<file path="src/hw/ssf_map.vh">
// Register map, field positions, reset values and timing counts
// for the serial status flags and data buffer block.
// Assumes an 8-bit register port with a 2-bit word address.
`ifndef SSF_MAP_VH
`define SSF_MAP_VH

// Register addresses
`define SSF_ADDR_CTRL_ONE 2'h0
`define SSF_ADDR_STATUS 2'h1
`define SSF_ADDR_DATA 2'h2

// Status flag positions
`define SSF_STAT_RXF_BIT 7
`define SSF_STAT_TXE_BIT 5
`define SSF_STAT_MASTER_FAULT_FLAG_BIT 4

// Control register one field positions
`define SSF_CTL_ENABLE_BIT 7
`define SSF_CTL_RXIE_BIT 6
`define SSF_CTL_TXIE_BIT 5
`define SSF_CTL_MASTER_BIT 4
`define SSF_CTL_SELECT_OUTPUT_ENABLE_BIT 1
`define SSF_CTL_FDEN_BIT 0

// Reset values
`define SSF_CTL_RESET 8'h00
`define SSF_BYTE_RESET 8'h00
`define SSF_UNMAPPED_READ 8'h00

// Timing: master serial clock half period, in ns, and bus clock period
`define SSF_SCK_HALF_NS 80
`define SSF_CLK_PERIOD_NS 20
`define SSF_SCK_HALF_CYC (`SSF_SCK_HALF_NS / `SSF_CLK_PERIOD_NS)

// Bits per transfer
`define SSF_BITS_PER_XFER 4'h8

`endif

</file>
<file path="src/hw/ssf_sync.v">
// Two-flop synchroniser bank for the serial pins.
// Assumes the inputs are asynchronous to the bus clock.
`timescale 1ns/10ps

module ssf_sync
#(
  parameter W = 4
)
(
  input wire clk_i,
  input wire arst_n_i,
  input wire [W-1:0] async_i,
  output wire [W-1:0] sync_o
);

  reg [W-1:0] meta_r;
  reg [W-1:0] stab_r;

  ////////////////////////////////////////////////////////////////////////
  // One synchroniser per pin; first flop feeds only the second
  genvar g;
  generate
    for (g = 0; g < W; g = g + 1)
    begin : g_bit
      always @(posedge clk_i or negedge arst_n_i)
      begin
        if (!arst_n_i)
        begin
          meta_r[g] <= 1'b1;
          stab_r[g] <= 1'b1;
        end
        else
        begin
          meta_r[g] <= async_i[g];
          stab_r[g] <= meta_r[g];
        end
      end
    end
  endgenerate

  assign sync_o = stab_r;

endmodule // ssf_sync

</file>
<file path="src/hw/ssf_core.v">
// Status flags, double-buffered data port and byte shifter of a
// byte-wide synchronous serial interface, with its control register.
// Assumes a single-cycle register port on SYS_CLK_I; serial pins are
// asynchronous and pass the synchroniser bank before use.
//
// The plain strobed port and the placing of the registers are this design's own decisions.
`timescale 1ns/10ps
`include "ssf_map.vh"

module ssf_core
(
  input wire SYS_CLK_I,
  input wire ARST_N_I,
  input wire [1:0] ADDR_I,
  input wire [7:0] WDATA_I,
  input wire WR_I,
  input wire RD_I,
  output reg [7:0] RDATA_O,
  input wire SCK_I,
  output reg SCK_O,
  output reg SCK_OE_O,
  input wire SS_N_I,
  output reg SS_N_O,
  output reg SS_N_OE_O,
  input wire MOSI_I,
  output reg MOSI_O,
  output reg MOSI_OE_O,
  input wire MISO_I,
  output reg MISO_O,
  output reg MISO_OE_O,
  output reg TX_IRQ_O,
  output reg RX_IRQ_O
);

  localparam [1:0] ST_IDLE = 2'h0;
  localparam [1:0] ST_BUSY = 2'h1;
  localparam [1:0] ST_WAIT = 2'h2;
  localparam [31:0] HALF_FULL = `SSF_SCK_HALF_CYC - 1;
  localparam [3:0] HALF_LAST = HALF_FULL[3:0];

  reg [7:0] ctrl_r;
  reg [7:0] tx_buf_r;
  reg tx_full_r;
  reg [7:0] rx_buf_r;
  reg rx_full_r;
  reg master_fault_flag_r;
  reg rxf_seen_r;
  reg txe_seen_r;
  reg master_fault_flag_seen_r;
  reg [7:0] shift_r;
  reg shift_full_r;
  reg rx_bit_r;
  reg [1:0] state_r;
  reg [3:0] bits_r;
  reg [3:0] half_cnt_r;
  reg sck_gen_r;
  reg sck_d_r;

  wire [3:0] pin_sync;
  wire sck_s;
  wire ss_n_s;
  wire mosi_s;
  wire miso_s;

  ////////////////////////////////////////////////////////////////////////
  // Pin synchronisers
  ssf_sync #(.W(4)) u_sync
  (
    .clk_i(SYS_CLK_I),
    .arst_n_i(ARST_N_I),
    .async_i({SCK_I, SS_N_I, MOSI_I, MISO_I}),
    .sync_o(pin_sync)
  );

  assign sck_s = pin_sync[3];
  assign ss_n_s = pin_sync[2];
  assign mosi_s = pin_sync[1];
  assign miso_s = pin_sync[0];

  ////////////////////////////////////////////////////////////////////////
  // Control fields and flag views
  wire enable = ctrl_r[`SSF_CTL_ENABLE_BIT];
  wire rx_ie = ctrl_r[`SSF_CTL_RXIE_BIT];
  wire tx_ie = ctrl_r[`SSF_CTL_TXIE_BIT];
  wire master = ctrl_r[`SSF_CTL_MASTER_BIT];
  wire select_output_enable = ctrl_r[`SSF_CTL_SELECT_OUTPUT_ENABLE_BIT];
  wire fden = ctrl_r[`SSF_CTL_FDEN_BIT];
  wire txe = ~tx_full_r;

  // Register port decode
  wire wr_ctrl = WR_I && (ADDR_I == `SSF_ADDR_CTRL_ONE);
  wire wr_data = WR_I && (ADDR_I == `SSF_ADDR_DATA);
  wire rd_stat = RD_I && (ADDR_I == `SSF_ADDR_STATUS);
  wire rd_data = RD_I && (ADDR_I == `SSF_ADDR_DATA);

  wire wr_accept = wr_data && txe_seen_r;

  wire [7:0] status_val = {rx_full_r, 1'b0, txe, master_fault_flag_r, 4'h0};

  ////////////////////////////////////////////////////////////////////////
  // Serial sequencing events
  wire busy = (state_r == ST_BUSY);
  wire sck_rise_in = sck_s & ~sck_d_r;
  wire sck_fall_in = ~sck_s & sck_d_r;
  wire m_tick = busy && master && (half_cnt_r == HALF_LAST);
  wire m_rise = m_tick && ~sck_gen_r;
  wire m_fall = m_tick && sck_gen_r;
  wire s_rise = busy && ~master && sck_rise_in;
  wire s_fall = busy && ~master && sck_fall_in;
  wire xfer_done = (m_fall && (bits_r == `SSF_BITS_PER_XFER)) ||
                   (s_rise && (bits_r == `SSF_BITS_PER_XFER - 4'h1));
  wire do_shift = (m_fall && (bits_r != `SSF_BITS_PER_XFER)) || (s_fall && (bits_r != 4'h0));
  wire [7:0] rx_byte = {shift_r[6:0], (m_fall ? rx_bit_r : mosi_s)};

  wire fault_armed = enable && master && fden && ~select_output_enable;
  wire master_fault_flag_set = fault_armed && ~ss_n_s;

  // Move when shifter free and idle
  wire tx_move = tx_full_r && ~shift_full_r && ~busy;
  wire rxf_set = xfer_done && ~rx_full_r;

  ////////////////////////////////////////////////////////////////////////
  // Control register one; writes also finish the fault clear sequence
  always @(posedge SYS_CLK_I or negedge ARST_N_I)
  begin
    if (!ARST_N_I)
    begin
      ctrl_r <= `SSF_CTL_RESET;
    end
    else if (wr_ctrl)
    begin
      ctrl_r <= WDATA_I;
    end
  end

  ////////////////////////////////////////////////////////////////////////
  // Clear-sequence arming, taken from what a status read observed
  always @(posedge SYS_CLK_I or negedge ARST_N_I)
  begin
    if (!ARST_N_I)
    begin
      rxf_seen_r <= 1'b0;
      txe_seen_r <= 1'b0;
      master_fault_flag_seen_r <= 1'b0;
    end
    else
    begin
      if (rd_stat)
      begin
        rxf_seen_r <= rx_full_r;
      end
      else if (rd_data)
      begin
        rxf_seen_r <= 1'b0;
      end
      if (rd_stat)
      begin
        txe_seen_r <= txe;
      end
      else if (wr_data)
      begin
        txe_seen_r <= 1'b0;
      end
      if (rd_stat)
      begin
        master_fault_flag_seen_r <= master_fault_flag_r;
      end
      else if (wr_ctrl)
      begin
        master_fault_flag_seen_r <= 1'b0;
      end
    end
  end

  ////////////////////////////////////////////////////////////////////////
  // Receive buffer and its full flag
  always @(posedge SYS_CLK_I or negedge ARST_N_I)
  begin
    if (!ARST_N_I)
    begin
      rx_buf_r <= `SSF_BYTE_RESET;
      rx_full_r <= 1'b0;
    end
    else
    begin
      if (rxf_set)
      begin
        rx_buf_r <= rx_byte;
      end
      if (rxf_set)
      begin
        rx_full_r <= 1'b1;
      end
      else if (rd_data && rxf_seen_r)
      begin
        rx_full_r <= 1'b0;
      end
    end
  end

  ////////////////////////////////////////////////////////////////////////
  // Mode fault flag; set beats the completing control write
  always @(posedge SYS_CLK_I or negedge ARST_N_I)
  begin
    if (!ARST_N_I)
    begin
      master_fault_flag_r <= 1'b0;
    end
    else if (master_fault_flag_set)
    begin
      master_fault_flag_r <= 1'b1;
    end
    else if (wr_ctrl && master_fault_flag_seen_r)
    begin
      master_fault_flag_r <= 1'b0;
    end
  end

  ////////////////////////////////////////////////////////////////////////
  // Transmit buffer; empty flag is its complement
  always @(posedge SYS_CLK_I or negedge ARST_N_I)
  begin
    if (!ARST_N_I)
    begin
      tx_buf_r <= `SSF_BYTE_RESET;
      tx_full_r <= 1'b0;
    end
    else if (wr_accept)
    begin
      tx_buf_r <= WDATA_I;
      tx_full_r <= 1'b1;
    end
    else if (tx_move)
    begin
      tx_full_r <= 1'b0;
    end
  end

  ////////////////////////////////////////////////////////////////////////
  // Shifter: loaded from the buffer, shifted MSB first, freed on completion
  always @(posedge SYS_CLK_I or negedge ARST_N_I)
  begin
    if (!ARST_N_I)
    begin
      shift_r <= `SSF_BYTE_RESET;
      shift_full_r <= 1'b0;
      rx_bit_r <= 1'b0;
    end
    else
    begin
      if (tx_move)
      begin
        shift_r <= tx_buf_r;
        shift_full_r <= 1'b1;
      end
      else if (do_shift)
      begin
        shift_r <= {shift_r[6:0], rx_bit_r};
      end
      else if (xfer_done)
      begin
        shift_r <= rx_byte;
        shift_full_r <= 1'b0;
      end
      // Sample on rising serial edge
      if (m_rise)
      begin
        rx_bit_r <= miso_s;
      end
      else if (s_rise)
      begin
        rx_bit_r <= mosi_s;
      end
    end
  end

  ////////////////////////////////////////////////////////////////////////
  // Transfer sequencer for both roles
  always @(posedge SYS_CLK_I or negedge ARST_N_I)
  begin
    if (!ARST_N_I)
    begin
      state_r <= ST_IDLE;
      bits_r <= 4'h0;
      half_cnt_r <= 4'h0;
      sck_gen_r <= 1'b0;
      sck_d_r <= 1'b1; // Matches synchroniser reset level, no false rise
    end
    else
    begin
      sck_d_r <= sck_s;
      if (!enable)
      begin
        state_r <= ST_IDLE;
        bits_r <= 4'h0;
        half_cnt_r <= 4'h0;
        sck_gen_r <= 1'b0;
      end
      else
      begin
        case (state_r)
          ST_IDLE:
          begin
            bits_r <= 4'h0;
            half_cnt_r <= 4'h0;
            sck_gen_r <= 1'b0;
            if (master && shift_full_r)
            begin
              state_r <= ST_BUSY;
            end
            else if (!master && !ss_n_s)
            begin
              state_r <= ST_BUSY;
            end
          end
          ST_BUSY:
          begin
            if (master)
            begin
              // Divider enable produces the serial clock half periods
              half_cnt_r <= m_tick ? 4'h0 : half_cnt_r + 4'h1;
              if (m_tick)
              begin
                sck_gen_r <= ~sck_gen_r;
              end
              if (m_rise)
              begin
                bits_r <= bits_r + 4'h1;
              end
              // End returns to idle and forces the serial clock low
              if (xfer_done)
              begin
                state_r <= ST_IDLE;
                sck_gen_r <= 1'b0;
              end
            end
            else if (ss_n_s)
            begin
              // Deselected mid-byte: abandon the partial byte
              state_r <= ST_IDLE;
            end
            else
            begin
              if (s_rise)
              begin
                bits_r <= bits_r + 4'h1;
              end
              if (xfer_done)
              begin
                state_r <= ST_WAIT;
              end
            end
          end
          ST_WAIT:
          begin
            // Slave waits for deselect before the next byte
            if (ss_n_s || master)
            begin
              state_r <= ST_IDLE;
            end
          end
          default:
          begin
            state_r <= ST_IDLE;
          end
        endcase
      end
    end
  end

  ////////////////////////////////////////////////////////////////////////
  // Register read port; data stand one cycle after the strobe
  always @(posedge SYS_CLK_I or negedge ARST_N_I)
  begin
    if (!ARST_N_I)
    begin
      RDATA_O <= `SSF_UNMAPPED_READ;
    end
    else if (RD_I)
    begin
      case (ADDR_I)
        `SSF_ADDR_CTRL_ONE: RDATA_O <= ctrl_r;
        `SSF_ADDR_STATUS: RDATA_O <= status_val;
        `SSF_ADDR_DATA: RDATA_O <= rx_buf_r;
        default: RDATA_O <= `SSF_UNMAPPED_READ;
      endcase
    end
    else
    begin
      RDATA_O <= `SSF_UNMAPPED_READ;
    end
  end

  ////////////////////////////////////////////////////////////////////////
  // Registered pin drivers and interrupt requests
  always @(posedge SYS_CLK_I or negedge ARST_N_I)
  begin
    if (!ARST_N_I)
    begin
      SCK_O <= 1'b0;
      SCK_OE_O <= 1'b0;
      SS_N_O <= 1'b1;
      SS_N_OE_O <= 1'b0;
      MOSI_O <= 1'b0;
      MOSI_OE_O <= 1'b0;
      MISO_O <= 1'b0;
      MISO_OE_O <= 1'b0;
      TX_IRQ_O <= 1'b0;
      RX_IRQ_O <= 1'b0;
    end
    else
    begin
      SCK_O <= sck_gen_r;
      SCK_OE_O <= enable && master;
      SS_N_O <= ~busy;
      SS_N_OE_O <= enable && master && fden && select_output_enable;
      MOSI_O <= shift_r[7];
      MOSI_OE_O <= enable && master;
      MISO_O <= shift_r[7];
      // Slave drives only while selected, so several can share the line
      MISO_OE_O <= enable && ~master && ~ss_n_s;
      TX_IRQ_O <= txe && tx_ie;
      RX_IRQ_O <= (rx_full_r || master_fault_flag_r) && rx_ie;
    end
  end

endmodule // ssf_core

</file>
<file path="config.mk">
export PLATFORM = sky130hd
export DESIGN_NAME = ssf_core
export DESIGN_NICKNAME = d
export VERILOG_FILES = /design/src/hw/ssf_sync.v /design/src/hw/ssf_core.v
export VERILOG_INCLUDE_DIRS = /design/src /design/src/hw
export SDC_FILE = /design/constraint.sdc
export NUM_CORES = 1
export LEC_CHECK = 0
export BUFFER_PORTS_ARGS = -buffer_cell sky130_fd_sc_hd__buf_2
export CELL_PAD_IN_SITES_DETAIL_PLACEMENT = 1
export CELL_PAD_IN_SITES_GLOBAL_PLACEMENT = 1
export CORE_ASPECT_RATIO = 1.25
export CORE_MARGIN = 3
export CORE_UTILIZATION = 47
export CTS_CLUSTER_DIAMETER = 50
export DETAILED_ROUTE_END_ITERATION = 8
export HOLD_SLACK_MARGIN = 0.15
export PLACE_DENSITY = 0.82
export SETUP_SLACK_MARGIN = 0.02
export SLEW_MARGIN = 10
export SYNTH_ARGS = -nofsm -noshare
export SYNTH_HDL_FRONTEND = slang
export SYNTH_SLANG_ARGS = --single-unit
export TNS_END_PERCENT = 5
</file>
<file path="constraint.sdc">
create_clock -name SYS_CLK_I -period 2.2 [get_ports SYS_CLK_I]
set_input_delay 0.22 -clock SYS_CLK_I [delete_from_list [all_inputs] [get_ports SYS_CLK_I]]
set_output_delay 0.22 -clock SYS_CLK_I [all_outputs]
set_load 0.005 [all_outputs]
</file>
### After elaboration in Yosys (flattened, before gate mapping)

Index checks and enable logic that the tools add are counted.
W data, S select, Z words.

| word-level totals | value |
|---|---|
| register bits | 76 |
| input port bits | 18 |
| output and inout bits | 18 |
| logic and storage cells | 169 |

| operators by class | value |
|---|---|
| $add $sub $neg | 2 |
| eq/ne operators | 19 |
| muxes and demuxes | 47 |
| bitwise gates (word level) | 12 |
| reduce and logical (&&, ||, !) cells | 55 |

Operator list:

| operator | number |
|---|---|
| $logic_and A1 B1 Y1 | 32 |
| $mux W4 | 8 |
| $mux W8 | 4 |
| $pmux W8 S3 | 1 |
| $mux W1 | 22 |
| $mux W2 | 8 |
| $pmux W4 S2 | 2 |
| $reduce_bool A2 Y1 | 8 |
| $ne A4 B3 Y1 const B | 3 |
| $ne A4 B4 Y1 const B | 3 |
| $not A1 Y1 | 10 |
| $add A4 B1 Y4 const B | 2 |
| $ne A4 B2 Y1 const B | 2 |
| $reduce_and A4 Y1 | 2 |
| $ne A3 B3 Y1 const B | 2 |
| $pmux W2 S3 | 1 |
| $eq A2 B1 Y1 const B | 2 |
| $eq A2 B2 Y1 const B | 2 |
| $eq A4 B2 Y1 const B | 1 |
| $eq A4 B3 Y1 const B | 1 |
| $eq A4 B4 Y1 const B | 1 |
| $logic_not A2 Y1 | 2 |
| $logic_or A1 B1 Y1 | 4 |
| $reduce_and A2 Y1 | 2 |
| 8 further kinds | 10 |

### Logic depth before layout (Yosys ltp)

| depth | value |
|---|---|
| depth after elaboration | 11 |
| mapped depth | 7 |

### By module

From an unflattened synthesis, not the netlist that was laid out.

| unflattened totals | value |
|---|---|
| cell total of the unflattened synthesis | 264 |
| area total of the unflattened synthesis | 3329.4 um^2 |

By module, submodules not included:

| module | times used | cells each | area an instance (um^2) | seq. area each (um^2) |
|---|---|---|---|---|
| ssf_core | 1 | 256 | 3119.2 | 1704.1 |
| ssf_sync | 1 | 8 | 210.2 | 210.2 |

### Worst setup path after synthesis

No wires, ideal clock.

| timing | value |
|---|---|
| path kind | flip-flop to flip-flop |
| start | reg half_cnt_r[0] |
| end | reg rx_buf_r[0] |
| setup time | 0.125 ns |
| data arrival time | 1.655 ns |
| required time | 2.075 ns |
| path slack | 0.420 ns |
| cell stages (with the launch flop) | 7 |
| cell sequence | dfrtp_1 ha_1 and4bb_4 nand3_1 o22a_4 nor2_8 mux2_4 |

| between the ends | value |
|---|---|
| longest elaborated chain between the ends | 6 |
| elaborated cells between the ends (all ways) | 7 |

Ends and longest elaborated chain:

| item | line | text |
|---|---|---|
| start: declaration | ssf_core.v:55 | `reg [3:0] half_cnt_r;` |
| start signal: assignment | ssf_core.v:321 | `half_cnt_r <= m_tick ? 4'h0 : half_cnt_r + 4'h1;` |
| $eq A4 B2 Y1 * | ssf_core.v:105 | `wire m_tick = busy && master && (half_cnt_r == HALF_LAST);` |
| $logic_and A1 B1 Y1 * | ssf_core.v:105 |  |
| $logic_and A1 B1 Y1 * | ssf_core.v:107 | `wire m_fall = m_tick && sck_gen_r;` |
| $logic_and A1 B1 Y1 | ssf_core.v:110 | `` wire xfer_done = (m_fall && (bits_r == `SSF_BITS_PER_XFER)) \|\| `` |
| $logic_or A1 B1 Y1 | ssf_core.v:110 |  |
| $logic_and A1 B1 Y1 | ssf_core.v:120 | `wire rxf_set = xfer_done && ~rx_full_r;` |
| end signal: assignment | ssf_core.v:181 | `` rx_buf_r <= `SSF_BYTE_RESET; `` |
| end signal: assignment | ssf_core.v:188 | `rx_buf_r <= rx_byte;` |
| end: declaration | ssf_core.v:44 | `reg [7:0] rx_buf_r;` |

Mark *: on every way between the ends. The rest lies on a longest branch, timed or not.
A chain may end at the register's enable or synchronous reset.

### Worst setup path after layout

| timing | value |
|---|---|
| start | reg state_r[0] |
| end | reg rx_buf_r[4] |

| between the ends | value |
|---|---|
| longest elaborated chain between the ends | 7 |
| elaborated cells between the ends (all ways) | 10 |

Ends and longest elaborated chain:

| item | line | text |
|---|---|---|
| start: declaration | ssf_core.v:53 | `reg [1:0] state_r;` |
| start signal: assignment | ssf_core.v:283 | `state_r <= ST_IDLE;` |
| start signal: assignment | ssf_core.v:294 | `state_r <= ST_IDLE;` |
| start signal: assignment | ssf_core.v:309 | `state_r <= ST_BUSY;` |
| $eq A2 B1 Y1 * | ssf_core.v:102 | `wire busy = (state_r == ST_BUSY);` |
| $logic_and A1 B1 Y1 (2 in series) | ssf_core.v:105 |  |
| $logic_and A1 B1 Y1 | ssf_core.v:107 |  |
| $logic_and A1 B1 Y1 | ssf_core.v:110 |  |
| $logic_or A1 B1 Y1 * | ssf_core.v:110 |  |
| $logic_and A1 B1 Y1 * | ssf_core.v:120 |  |

Marked as above.

==> flow_metrics.tcl <==
set metrics [dict create \
    status "finished clean" \
    diodes 0 \
    synthTopCellsByCount "dfrtp_1, nand2_1, mux2_4" \
    areaGrowthSynthToFinish_pct 19.5 \
    hp-class "in2reg" \
    drv_slew 0 \
    cp_num_buf_inv 0 \
    ys_seq_elements 76 \
    layout.cells.non_filler 429 \
    fmax_mhz 496 \
    htreeDepth 3 \
    power_mw 3.66 \
    num_vias 2332 \
    synth_area_per_cell_um2 12.0 \
    antenna_left 0 \
    synth_cell_types 59 \
    hold_viol_final 0 \
    cts-resized-gates 0 \
    port_buffers 35 \
    cp_cell_sequence "nor2b_2 > nand4_2 > o22a_4 > nor2_8 > mux2_4" \
    die_h_um 101 \
    wl_um 8020 \
    numCtsBuffers 9 \
    antenna_found_initial 0 \
    p_leak_nw 1.94 \
    ioPinCount 36 \
    synth.largest_area_cell "dfrtp_1" \
    grt_pass1_vias 2584 \
    clk_pin_slew_ns 0.08 \
    initial_core_util_pct 49.9 \
    core-area_mm2 0.00677 \
    postCtsSetupRepairBufs 0 \
    ff2ff_path_depth 5 \
    cts.sinks 76 \
    cp.required_ns 2.44 \
    path_delay_family "simple AND/OR/NAND/NOR gates" \
    cp_num_cells 5 \
    yosysMostFrequentCell "dfrtp_1" \
    clk_latency_ns 0.35 \
    layout_min_cycle_time_ns 2.02 \
    critPathCaptureType "flip-flop" \
    clockBufferDepth 2 \
    wire_per_inst_um 18.7 \
    overflow 0 \
    cap_viol_max_count 0 \
    place_congestion 0.799 \
    num_rows 33 \
    netlist.area_leader.share_pct 48.8 \
    finish.utilization_pct 59.7 \
    drt-initial-drc-count 74 \
    min_path_cells 2 \
    rsz0062_at_grt "false" \
    skew_ns 0.0101 \
    start_kind "flip-flop" \
    cts_tree "done" \
    syn_area_mm2 0.00338 \
    worstMarginPinSlew_ns 0.622 \
    synthTopCellsByArea "dfrtp_1, dfstp_2, mux2_4" \
    hold_ws_ns 0.199 \
    powerDensity_mw_per_mm2 905 \
    synth_nets 302 \
    slowest_stage "nor2b_2" \
    ys_dominant_reg_cell "dfrtp_1" \
    path_class "reg2reg" \
    ys_warn_count 0 \
    cts_root_buf "clkbuf_8" \
    ys_seq_area_share_pct 56.6 \
    first_pass_iters 4 \
    grt_start_max_net_pins 37 \
    peakVddDrop_v 0.000499 \
    relSlewSlack_pct 58.5 \
    post-route-period-util_pct 91.7 \
    grt_pass1_wl_um 13400 \
    drc 0 \
    hpwlAfterDp_um 5550 \
    synth_cells 281 \
    vias_per_cell 5.44 \
    setup-violations-final 0 \
    cpPeakStageDelay_ns 0.43 \
    grt_usage_pct 22.1 \
    worst-path-max-fanout 9 \
    die_area_mm2 0.00826 \
    die_w_um 81.9 \
    arrival_ns 2.26 \
    ys_async_sr_fraction_pct 100 \
    finalNetCount 358 \
    fin_setup_tns_ns 0 \
    postCtsHoldBufs 13 \
    dp.cells 400 \
    drive_above_1_share_pct 33.3 \
    synth_edf_count 0 \
]
power by group:
group / internal [mW] / leakage, nW / total (mW) / switching [mW]
clock network: 0.756 / 0.117 / 1.28 / 0.523
registers: 1.61 / 0.970 / 1.79 / 0.184
logic: 0.284 / 0.857 / 0.587 / 0.302
total: 2.65 / 1.94 / 3.66 / 1.01
final timing paths:
check / slack [ns] / from / endpoint
min reg2reg: 0.36 / u_sync.meta_r[0] / u_sync.sync_o[0]
max reg2reg: 0.18 / state_r[0] / rx_buf_r[4]
max: 0.18 / state_r[0] / rx_buf_r[4]
max in group asynchronous: 1.23 / ARST_N_I / u_sync.sync_o[3]
min in group asynchronous: 0.37 / ARST_N_I / RDATA_O[4]
min: 0.20 / RD_I / RDATA_O[7]
state kept, by name, indices dropped and copies added (netlist names), 2 cells and up:
name           count
half_cnt_r         4
rx_buf_r           8
tx_buf_r           8
shift_r            8
u_sync.meta_r      4
ctrl_r             8
RDATA_O            8
state_r            2
u_sync.sync_o      4
bits_r             4
logic make-up after synthesis:
| logic type | count (synthesis) | share of synthesized area, % |
|---|---|---|
| muxes | 40 | 14.8 |
| buffers and inverters | 21 | 3.11 |
| DFF | 76 | 56.6 |
| adders and majority gates | 3 | 1.11 |
| xor gates and xnor gates | 3 | 0.777 |
| AOI/OAI and AO/OA | 33 | 6.70 |
| and+or+nand+nor | 105 | 16.9 |
layout by cell type, fill, tap and decap left out, drive strengths merged, types with 2 or more instances in the layout:
cell type	instances
dfrtp	66
nand2	49
buf	42
mux2	31
nor2	15
dlygate4sd3	13
o21ai	13
inv	12
dfstp	10
clkbuf	10
mux2i	9
nand3	7
nor3	6
a21oi	5
and2	5
nand4	4
nand3b	3
ha	3
bufinv	3
nor2b	3
nor3b	2
o21a	2
xor2	2
nand2b	2
and3	2
a31o	2
a21boi	2
o22ai	2
routing by layer:
| metal | up-vias | share of wire (%) | global-route usage, % |
|---|---|---|---|
| li1 | 1072 | - | - |
| met4 | 0 | 2.4 | 9.21 |
| met3 | 15 | 4.0 | 5.37 |
| met5 | - | 0 | 0 |
| met1 | 1195 | 40 | 26.0 |
| met2 | 50 | 54 | 37.8 |
layout make-up:
class / instances / area, um^2
timing repair buffer: 55 / 373
inverter: 11 / 43.8
clock inverter: 6 / 111
multi-input combinational: 184 / 1360
fill: 727 / 2730
tap: 87 / 109
clock buffer: 10 / 128
sequential: 76 / 1910
worst reg2reg max path: stages (launching register included):
cell	delay, ns
dfrtp_1	0.40
nor2b_2	0.43
nand4_2	0.19
o22a_4	0.34
nor2_8	0.22
mux2_4	0.33
stage by stage:
step / area [um^2] / setup slack (ns)
2_1_floorplan: 3380 / 0.420
5_1_grt: 4040 / 0.0768
6_report: 4040 / 0.182
3_5_place_dp: 3670 / 0.198
4_1_cts: 4040 / 0.177
3_3_place_gp: 3670 / 0.265
No activity file was read; power rests on OpenSTA's default activity.
